==> src/common/mcsp_consts.vh <==
// constants for the main clock select and prescale block
`ifndef MCSP_CONSTS_VH
`define MCSP_CONSTS_VH
// register indices; byte address is four times the index
`define MCSP_IDX_CTRL_A      5'h00
`define MCSP_IDX_CTRL_B      5'h01
`define MCSP_IDX_LOCK        5'h02
`define MCSP_IDX_STATUS      5'h03
`define MCSP_IDX_FAST_CTRL   5'h10
`define MCSP_IDX_CAL_A       5'h11
`define MCSP_IDX_CAL_B       5'h12
`define MCSP_IDX_ULP_CTRL    5'h18
`define MCSP_IDX_XTAL_CTRL   5'h1C
// field positions
`define MCSP_RUN_STBY_BIT    1
`define MCSP_XTAL_EN_BIT     0
`define MCSP_ST_CHANGING     0
`define MCSP_ST_FAST         4
`define MCSP_ST_ULP          5
`define MCSP_ST_XTAL         6
`define MCSP_ST_EXT          7
`define MCSP_CAL_LOCK_BIT    7
// reset values
`define MCSP_CTRL_A_RST      2'h0
`define MCSP_CTRL_B_RST      5'h11
// source codes
`define MCSP_SRC_FAST        2'h0
`define MCSP_SRC_ULP         2'h1
`define MCSP_SRC_XTAL        2'h2
`define MCSP_SRC_EXT         2'h3
// sleep mode codes
`define MCSP_MODE_ACTIVE     2'h0
`define MCSP_MODE_IDLE       2'h1
`define MCSP_MODE_STANDBY    2'h2
`define MCSP_MODE_PDOWN      2'h3
// oscillator edges before ready
`define MCSP_EDGES_FAST      4
`define MCSP_EDGES_ULP       4
`define MCSP_EDGES_XTAL      2
`define MCSP_EDGES_EXT       2
// ulp edges per 1 kHz tick
`define MCSP_ULP_PER_TICK    32
`endif

==> src/rtl/mcsp_osc_monitor.v <==
// oscillator pin sampler, edge detector and readiness counter
`timescale 1ns/10ps
`default_nettype none
module mcsp_osc_monitor #(
    parameter EDGES = 4
) (
    input  wire clk,
    input  wire reset_n,
    input  wire enable,
    input  wire osc_pin,
    output reg  rise,
    output reg  stable
);
    reg       s1_reg;
    reg       s2_reg;
    reg       s3_reg;
    reg       lvl_reg;
    reg [3:0] cnt_reg;
    always @(posedge clk) begin
        if (!reset_n) begin
            s1_reg  <= 1'b0;
            s2_reg  <= 1'b0;
            s3_reg  <= 1'b0;
            lvl_reg <= 1'b1; // the zeroed stages clear this first, so a pin high at release still counts as an edge
            cnt_reg <= 4'h0;
            rise    <= 1'b0;
            stable  <= 1'b0;
        end else begin
            s1_reg <= osc_pin;
            s2_reg <= s1_reg;
            s3_reg <= s2_reg;
            rise   <= 1'b0;
            // a change counts only once two stages agree
            if (s2_reg == s3_reg && s3_reg != lvl_reg) begin
                lvl_reg <= s3_reg;
                rise    <= s3_reg & enable;
            end
            if (!enable) begin
                cnt_reg <= 4'h0;
                stable  <= 1'b0;
            end else if (s2_reg == s3_reg && s3_reg && !lvl_reg
                         && !stable) begin
                cnt_reg <= cnt_reg + 4'h1;
                if ({28'h0, cnt_reg} == EDGES - 1)
                    stable <= 1'b1;
            end
        end
    end
endmodule
`default_nettype wire

==> src/rtl/mcsp_prescaler.v <==
// peripheral clock enable divider
`timescale 1ns/10ps
`default_nettype none
module mcsp_prescaler (
    input  wire       clk,
    input  wire       reset_n,
    input  wire       main_tick,
    input  wire       enable,
    input  wire [3:0] code,
    output reg        per_tick
);
    reg [5:0] cnt_reg;
    reg [6:0] div;
    always @* begin
        case (code)
            4'h0: div = 7'h02;
            4'h1: div = 7'h04;
            4'h2: div = 7'h08;
            4'h3: div = 7'h10;
            4'h4: div = 7'h20;
            4'h5: div = 7'h40;
            4'h8: div = 7'h06;
            4'h9: div = 7'h0A;
            4'hA: div = 7'h0C;
            4'hB: div = 7'h18;
            4'hC: div = 7'h30;
            default: div = 7'h01;
        endcase
        if (!enable)
            div = 7'h01;
    end
    always @(posedge clk) begin
        if (!reset_n) begin
            cnt_reg  <= 6'h00;
            per_tick <= 1'b0;
        end else begin
            per_tick <= 1'b0;
            if (main_tick) begin
                if ({1'b0, cnt_reg} >= div - 7'h01) begin
                    cnt_reg  <= 6'h00;
                    per_tick <= 1'b1;
                end else begin
                    cnt_reg <= cnt_reg + 6'h01;
                end
            end
        end
    end
endmodule
`default_nettype wire

==> src/rtl/mcsp_clock_ctrl.v <==
// main clock select, oscillator control and prescale, apb registers
// Operation
// - turn off any source neither requested nor held by run-in-standby
// - run-in-standby keeps oscillator running except in power-down
// - main clock always runs in active and idle modes
// - standby runs main clock only on request or run-in-standby of source
// - power-down stops main clock only after nvm operations finish
// - switch to external source completes only after enough edges
// - while waiting for edges further selections are ignored until reset; code ignores them only until the switch completes or reset
// - changing flag set during a source switch, cleared on completion
// - separate stable flags for external input and crystal
// - peripheral clock is main clock divided by 1 to 64
// - source and prescaler registers change only via timed write
// - after reset main clock is fast oscillator, divide by 6
// - internal sources start automatically on peripheral request
// - crystal serves only after software sets its enable bit
// - one status bit per oscillator, set when running and stable
// - calibration fields load from fuses during reset
// - lock fuse at 1 rejects calibration writes
// - calibration also locked when fast osc is main and lock enable set
// - calibration registers writable only via timed write
// - fast oscillator ready only after four cycles past start-up
// - ulp oscillator supplies a 1 kHz tick to rtc, watchdog, bod
// - ulp oscillator ready only after four cycles past start-up
// - source select 0 fast, 1 ulp, 2 crystal, 3 external input
// - division codes 0-5 give 2..64, codes 8-C give 6,10,12,24,48
// - prescaler disabled passes main clock undivided
// - external input counts as started two cycles after request
//
// Local design decisions: the register offsets and register access over APB.
`timescale 1ns/10ps
`default_nettype none
`include "mcsp_consts.vh"
module mcsp_clock_ctrl #(
    parameter ADDR_W = 8
) (
    input  wire              clk,
    input  wire              reset_n,
    input  wire              psel,
    input  wire              penable,
    input  wire              pwrite,
    input  wire [ADDR_W-1:0] paddr,
    input  wire [31:0]       pwdata,
    output reg  [31:0]       prdata,
    output wire              pready,
    output wire              pslverr,
    input  wire              protect_open,
    input  wire [1:0]        sleep_mode,
    input  wire              nvm_busy,
    input  wire [3:0]        periph_req,
    input  wire              main_req,
    input  wire [3:0]        osc_pin,
    input  wire [5:0]        fuse_center_cal,
    input  wire [3:0]        fuse_temp_cal,
    input  wire              calibration_lock_fuse,
    output reg  [3:0]        osc_enable,
    output reg  [1:0]        main_source,
    output reg               main_clk_run,
    output wire              main_tick,
    output wire              per_tick,
    output reg               slow_tick,
    output reg  [5:0]        center_freq_cal,
    output reg  [3:0]        temp_slope_cal
);
    localparam ST_IDLE = 2'b01;
    localparam ST_WAIT = 2'b10;
    localparam [4:0] CTRL_B_INIT = `MCSP_CTRL_B_RST;

    reg  [1:0] state_reg;
    reg  [1:0] target_reg;
    reg  [3:0] division_code;
    reg        prescaler_enable;
    reg        calibration_lock_enable;
    reg  [3:0] run_in_standby;
    reg        xtal_enable;
    reg  [4:0] slow_cnt_reg;
    wire [3:0] rise;
    wire [3:0] stable;
    wire       source_changing_flag;
    wire       ext_input_stable_flag;
    wire       crystal_stable_flag;
    wire [7:0] main_clock_status_reg;
    wire       wr;
    wire       rd_setup;
    wire [4:0] idx;
    wire       aligned;
    reg        mapped;
    wire       cal_locked;
    reg  [3:0] want;
    reg        run_next;
    reg  [7:0] rd_val;
    wire       pdown;
    integer    i;

    // oscillator monitors, one per source
    genvar g;
    generate
        for (g = 0; g < 4; g = g + 1) begin : mon
            localparam integer EDG = (g == 0) ? `MCSP_EDGES_FAST :
                                     (g == 1) ? `MCSP_EDGES_ULP :
                                     (g == 2) ? `MCSP_EDGES_XTAL :
                                                `MCSP_EDGES_EXT;
            mcsp_osc_monitor #(
                .EDGES   (EDG)
            ) u_mon (
                .clk     (clk),
                .reset_n (reset_n),
                .enable  (osc_enable[g]),
                .osc_pin (osc_pin[g]),
                .rise    (rise[g]),
                .stable  (stable[g])
            );
        end
    endgenerate

    // status flags
    assign source_changing_flag  = state_reg[1];
    assign ext_input_stable_flag = stable[3];
    assign crystal_stable_flag   = stable[2];
    assign main_clock_status_reg = {ext_input_stable_flag,
                                    crystal_stable_flag,
                                    stable[1], stable[0], 3'h0,
                                    source_changing_flag};

    // apb decode; slave never waits
    assign idx      = paddr[6:2];
    assign aligned  = (paddr[1:0] == 2'h0) && (paddr[ADDR_W-1:7] == 0);
    assign pready   = 1'b1;
    assign pslverr  = psel & penable & ~mapped;
    assign wr       = psel & penable & pwrite & mapped;
    assign rd_setup = psel & ~penable & ~pwrite;

    always @* begin
        case (idx)
            `MCSP_IDX_CTRL_A,
            `MCSP_IDX_CTRL_B,
            `MCSP_IDX_LOCK,
            `MCSP_IDX_STATUS,
            `MCSP_IDX_FAST_CTRL,
            `MCSP_IDX_CAL_A,
            `MCSP_IDX_CAL_B,
            `MCSP_IDX_ULP_CTRL,
            `MCSP_IDX_XTAL_CTRL: mapped = aligned;
            default: mapped = 1'b0;
        endcase
    end

    // read mux; data captured in setup phase
    always @* begin
        case (idx)
            `MCSP_IDX_CTRL_A:    rd_val = {6'h00, target_reg};
            `MCSP_IDX_CTRL_B:    rd_val = {3'h0, division_code,
                                           prescaler_enable};
            `MCSP_IDX_LOCK:      rd_val = {7'h00, calibration_lock_enable};
            `MCSP_IDX_STATUS:    rd_val = main_clock_status_reg;
            `MCSP_IDX_FAST_CTRL: rd_val = {6'h00, run_in_standby[0], 1'b0};
            `MCSP_IDX_CAL_A:     rd_val = {2'h0, center_freq_cal};
            `MCSP_IDX_CAL_B:     rd_val = {calibration_lock_fuse, 3'h0,
                                           temp_slope_cal};
            `MCSP_IDX_ULP_CTRL:  rd_val = {6'h00, run_in_standby[1], 1'b0};
            `MCSP_IDX_XTAL_CTRL: rd_val = {6'h00, run_in_standby[2],
                                           xtal_enable};
            default:             rd_val = 8'h00;
        endcase
    end

    always @(posedge clk) begin
        if (!reset_n)
            prdata <= 32'h0000_0000;
        else if (rd_setup)
            prdata <= mapped ? {24'h00_0000, rd_val} : 32'h0000_0000;
    end

    // software registers; protected ones need the timed-write window
    always @(posedge clk) begin
        if (!reset_n) begin
            division_code           <= CTRL_B_INIT[4:1];
            prescaler_enable        <= CTRL_B_INIT[0];
            calibration_lock_enable <= 1'b0;
            run_in_standby          <= 4'h0;
            xtal_enable             <= 1'b0;
        end else if (wr && protect_open) begin
            case (idx)
                `MCSP_IDX_CTRL_B: begin
                    division_code    <= pwdata[4:1];
                    prescaler_enable <= pwdata[0];
                end
                `MCSP_IDX_LOCK:
                    calibration_lock_enable <= pwdata[0];
                `MCSP_IDX_FAST_CTRL:
                    run_in_standby[0] <= pwdata[`MCSP_RUN_STBY_BIT];
                `MCSP_IDX_ULP_CTRL:
                    run_in_standby[1] <= pwdata[`MCSP_RUN_STBY_BIT];
                `MCSP_IDX_XTAL_CTRL: begin
                    run_in_standby[2] <= pwdata[`MCSP_RUN_STBY_BIT];
                    xtal_enable       <= pwdata[`MCSP_XTAL_EN_BIT];
                end
                default: begin
                end
            endcase
        end
    end

    // calibration: fuse values at reset, writes gated by lock
    assign cal_locked = calibration_lock_fuse |
                        (main_source == `MCSP_SRC_FAST &&
                         calibration_lock_enable);

    always @(posedge clk) begin
        if (!reset_n) begin
            // synchronous reset, so loading fuse ports here is safe
            center_freq_cal <= fuse_center_cal;
            temp_slope_cal  <= fuse_temp_cal;
        end else if (wr && protect_open && !cal_locked) begin
            if (idx == `MCSP_IDX_CAL_A)
                center_freq_cal <= pwdata[5:0];
            if (idx == `MCSP_IDX_CAL_B)
                temp_slope_cal <= pwdata[3:0];
        end
    end

    // source switch sequencer
    always @(posedge clk) begin
        if (!reset_n) begin
            state_reg   <= ST_IDLE;
            target_reg  <= `MCSP_CTRL_A_RST;
            main_source <= `MCSP_SRC_FAST;
        end else begin
            case (state_reg)
                ST_IDLE: begin
                    if (wr && protect_open && idx == `MCSP_IDX_CTRL_A
                        && pwdata[1:0] != main_source) begin
                        target_reg <= pwdata[1:0];
                        state_reg  <= ST_WAIT;
                    end
                end
                ST_WAIT: begin
                    // selection writes ignored here; a dead source
                    // leaves this state only through reset
                    if (stable[target_reg]) begin
                        main_source <= target_reg;
                        state_reg   <= ST_IDLE;
                    end
                end
                default: state_reg <= ST_IDLE;
            endcase
        end
    end

    // main clock gating across sleep modes
    assign pdown = (sleep_mode == `MCSP_MODE_PDOWN);

    always @* begin
        case (sleep_mode)
            `MCSP_MODE_ACTIVE,
            `MCSP_MODE_IDLE:    run_next = 1'b1;
            `MCSP_MODE_STANDBY: run_next = main_req |
                                    run_in_standby[main_source];
            default:            run_next = nvm_busy;
        endcase
    end

    always @(posedge clk) begin
        if (!reset_n)
            main_clk_run <= 1'b1;
        else
            main_clk_run <= run_next;
    end

    // oscillator enables from requests and run-in-standby
    always @* begin
        for (i = 0; i < 4; i = i + 1) begin
            want[i] = periph_req[i] |
                      (run_in_standby[i] & ~pdown);
        end
        if (main_clk_run | run_next)
            want[main_source] = 1'b1;
        // keep old source alive while the new one proves itself
        if (state_reg == ST_WAIT) begin
            want[main_source] = 1'b1;
            want[target_reg]  = 1'b1;
        end
        want[2] = want[2] & xtal_enable;
    end

    always @(posedge clk) begin
        if (!reset_n)
            osc_enable <= 4'h1;
        else
            osc_enable <= want;
    end

    assign main_tick = rise[main_source] & main_clk_run;

    mcsp_prescaler u_presc (
        .clk       (clk),
        .reset_n   (reset_n),
        .main_tick (main_tick),
        .enable    (prescaler_enable),
        .code      (division_code),
        .per_tick  (per_tick)
    );

    // 1 kHz tick from ulp edges, only once the oscillator is ready
    always @(posedge clk) begin
        if (!reset_n) begin
            slow_cnt_reg <= 5'h00;
            slow_tick    <= 1'b0;
        end else begin
            slow_tick <= 1'b0;
            if (rise[1] && stable[1]) begin
                if ({27'h0, slow_cnt_reg} == `MCSP_ULP_PER_TICK - 1) begin
                    slow_cnt_reg <= 5'h00;
                    slow_tick    <= 1'b1;
                end else begin
                    slow_cnt_reg <= slow_cnt_reg + 5'h01;
                end
            end
        end
    end
endmodule
`default_nettype wire

==> config.mk <==
export PLATFORM = sky130hd
export DESIGN_NAME = mcsp_clock_ctrl
export DESIGN_NICKNAME = d
export VERILOG_FILES = /design/src/rtl/mcsp_osc_monitor.v /design/src/rtl/mcsp_prescaler.v /design/src/rtl/mcsp_clock_ctrl.v
export VERILOG_INCLUDE_DIRS = /design/src /design/src/common
export SDC_FILE = /design/constraint.sdc
export NUM_CORES = 1
export LEC_CHECK = 0
export ABC_AREA = 1
export CAP_MARGIN = 20
export CORE_MARGIN = 10
export CORE_UTILIZATION = 40
export DETAILED_ROUTE_END_ITERATION = 6
export DONT_BUFFER_PORTS = 1
export GPL_ROUTABILITY_DRIVEN = 0
export SYNTH_ARGS = -nofsm -noshare
export SYNTH_HDL_FRONTEND = slang
export SYNTH_HIERARCHICAL = 1
export SYNTH_SLANG_ARGS = --single-unit
==> constraint.sdc <==
create_clock -name clk -period 3.37 [get_ports clk]
set_input_delay 0.337 -clock clk [delete_from_list [all_inputs] [get_ports clk]]
set_output_delay 0.337 -clock clk [all_outputs]
set_load 0.01 [all_outputs]
==> flow_summary.json <==
{
  "placed_cell_area_sq_um": 5100,
  "slowest_stage": "dfxtp_1",
  "ant_nets": 0,
  "min_from": "reset_n",
  "synth_mux_area_share_pct": 0,
  "synth-seq-area-share_pct": 38.7,
  "fin_area_sq_um": 5440,
  "area_delta_synth_final_pct": 8.38,
  "rrSetupSlack_ps": 750,
  "crit_end": "u_presc/cnt_reg[3]$_SDFFE_PN0P_",
  "synth-xor-area-share_pct": 1.75,
  "vias": 4171,
  "fin_ws_ps": 750,
  "fillers": 1247,
  "hp-class": "in2reg",
  "htree_levels": 3,
  "die_y_um": 132,
  "ys_ff_latch": 92,
  "hold_violations": 0,
  "cts_tree": "yes",
  "fin_setup_tns_ps": 0,
  "worstPathMaxFanout": 6,
  "wirelength_um": 11900,
  "max_stage_delay_ps": 450,
  "max_cap_violations": 0,
  "setup_viol": 0,
  "synth_compound_area_share_pct": 7.56,
  "synth_area_leaders": "dfxtp_1 (33%), nand2_1 (13%), nor2_1 (6.1%), edfxtp_1 (6.0%), inv_1 (6.0%)",
  "cp.depth": 12,
  "ys_types": 45,
  "path_cells": "inv_1 > o31ai_1 > ha_1 > nand3_2 > xnor2_1 > ha_1 > a21o_1 > a21oi_1 > nand2_1 > nand4_2 > nand2_2 > nor2_1",
  "drc": 0,
  "rr_worst_depth": 12,
  "vias_per_cell": 4.81,
  "r2r_start": "prescaler_enable$_SDFFE_PN1P_",
  "whs_path_depth": 1,
  "powerDensity_nw_per_um2": 440,
  "yosysTopAreaCellShare_pct": 32.7,
  "cts.path.max_buffers": 2,
  "dp_hpwl_um": 9370,
  "cts-root-buf": "clkbuf_16",
  "fmax_mhz": 382,
  "r2r_end": "u_presc/cnt_reg[3]$_SDFFE_PN0P_",
  "synth_adder_area_share_pct": 4.99,
  "synth_top_family_by_area": "simple AND/OR/NAND/NOR gates",
  "grt_pass1_wl_um": 19900,
  "synthesis.area_sq_um": 5020,
  "end_kind": "flip-flop",
  "drt_iter0_drc": 270,
  "worstMarginPinSlew_ps": 782,
  "yosys.area.top_type": "dfxtp_1",
  "yosys_warnings": 6,
  "dieArea_sq_um": 17400,
  "avgRoutedWirePerCell_um": 13.7,
  "p_leak_nw": 2.47,
  "synth_cells": 692,
  "drive_above_1_share_pct": 10.9,
  "grt_pass1_vias": 4025,
  "rsz0062_at_grt": "false",
  "cp-start-kind": "flip-flop",
  "ir_drop_v": 0.000251,
  "port_buffers": 0,
  "drt_pass1_iterations": 4,
  "period_share_pct": 77.7,
  "synth_area_per_cell_sq_um": 7.25,
  "post_cts_buffers": 0,
  "crit_arrival_ps": 2900,
  "clk_latency_ps": 340,
  "startpoint": "prescaler_enable$_SDFFE_PN1P_",
  "synth_edf_count": 10,
  "cp.required_ps": 3650,
  "final_net_count": 783,
  "synthSimpleGateAreaFrac_pct": 34.7,
  "synth_ff_type": "dfxtp_1",
  "initial_core_util_pct": 41.3,
  "core.rowCount": 40,
  "async_reset_ff_share_pct": 0,
  "place_ws_ps": 752,
  "overflow": 0,
  "cp_common_cell": "ha_1",
  "coreArea_sq_um": 12200,
  "largest_reg_flops": 16,
  "post_cts_resized": 0,
  "crit_buf_inv": 1,
  "antenna_found_initial": 1,
  "min_period_ps": 2620,
  "status": "finished clean",
  "grt_max_degree": 51,
  "die_x_um": 132,
  "cts_hold_buf": 0,
  "critPathTopFamily": "compound AO/OA/AOI/OAI gates",
  "cts_buffers": 9,
  "finClkSkew_ps": 6.45,
  "worstSetupPathType": "reg2reg",
  "pin_count": 123,
  "slew_viol_final": 0,
  "slew_headroom_pct": 47.8,
  "cts_sinks": 92,
  "path_clk_slew_ps": 70,
  "track_usage_pct": 13.8
}
-- metrics by stage --
stage | power, mW | std cells | utilization (%) | hold slack [ps]
6_report | 2.39 | 868 | 44.7 | 77.6
5_1_grt | 2.49 | 867 | 44.7 | 66.1
3_5_place_dp | 1.29 | 851 | 41.9 | 396
3_3_place_gp | 1.29 | 851 | 41.9 | 395
4_1_cts | 2.43 | 867 | 44.7 | 63.9
2_1_floorplan | 1.29 | 715 | - | 390
-- layout by cell type (no fill, tap or decap), types with 2 or more instances in the layout --
cell type,n
clkinv_1,2
nand3_1,40
nor3_2,2
clkbuf_16,10
nand2_2,10
conb_1,25
buf_4,2
nand2_1,170
a21oi_2,5
dfxtp_1,82
nor2_4,9
o21ai_0,15
nand2_4,3
o21ai_1,12
nand3_2,3
bufinv_16,2
inv_2,16
xor2_1,6
o211ai_1,2
xnor2_1,4
nor3b_1,4
inv_4,3
nand4_1,21
inv_1,80
edfxtp_1,10
nor3_1,10
ha_1,20
nand3_4,2
a21oi_1,25
nand3b_1,3
nor2_2,3
nor2_1,82
-- layout make-up --
type | instances | area [sq um] | area share [%]
Sequential cell | 92 | 1940 | 35.7
Clock inverter | 5 | 80.1 | 1.47
Tap cell | 168 | 210 | 3.87
Antenna cell | 1 | 2.50 | 0.0460
Inverter | 100 | 380 | 6.99
Timing Repair Buffer | 2 | 15.0 | 0.276
Clock buffer | 11 | 254 | 4.67
Multi-Input combinational cell | 489 | 2550 | 47.0
-- cells by family after synthesis --
family          after synthesis
buf+inv                     134
xor+xnor                     10
simple gates                367
other cells                   2
flops                        92
fa+ha+maj                    20
compound gates               67
-- per-layer routing --
layer | global-route usage [%] | share of wire (%) | up-vias | wire [um]
li1 | - | - | 2161 | -
met1 | 15.8 | 43 | 1895 | 5110
met2 | 22.5 | 46 | 113 | 5510
met3 | 6.55 | 10 | 2 | 1250
met4 | 3.71 | 0.37 | 0 | 44
met5 | 0 | 0 | - | 0
-- synth_stat cells (2+ instances only) --
master and n:
nand2_1 170, dfxtp_1 82, nor2_1 82, inv_1 80
nand3_1 40, a21oi_1 25, buf_4 25, nand4_1 21
ha_1 20, inv_2 16, o21ai_0 15, o21ai_1 12
edfxtp_1 10, nand2_2 10, nor3_1 10, nor2_4 9
xor2_1 6, a21oi_2 5, buf_2 5, clkbuf_1 4
nor3b_1 4, xnor2_1 4, nand2_4 3, nand3_2 3
nand3b_1 3, nor2_2 3, clkinv_1 2, conb_1 2
inv_4 2, nand3_4 2, nor3_2 2, o211ai_1 2
-- power breakdown --
group / switching [mW] / internal (mW)
clock: 0.430 / 0.697
sequential: 0.0279 / 1.13
combinational: 0.0729 / 0.0305
total: 0.530 / 1.86
-- worst min-delay path by stage --
stage / slack, ps / end
floorplan: 390 / mon[0].u_mon/s2_reg$_SDFF_PN0_
global placement: 400 / mon[1].u_mon/s2_reg$_SDFF_PN0_
detailed placement: 400 / mon[1].u_mon/s2_reg$_SDFF_PN0_
CTS: 60 / state_reg[0]$_SDFFE_PN1P_
global route: 70 / main_clk_run$_SDFF_PN1_
finish: 80 / main_clk_run$_SDFF_PN1_
No activity file was read; power rests on OpenSTA's default activity.
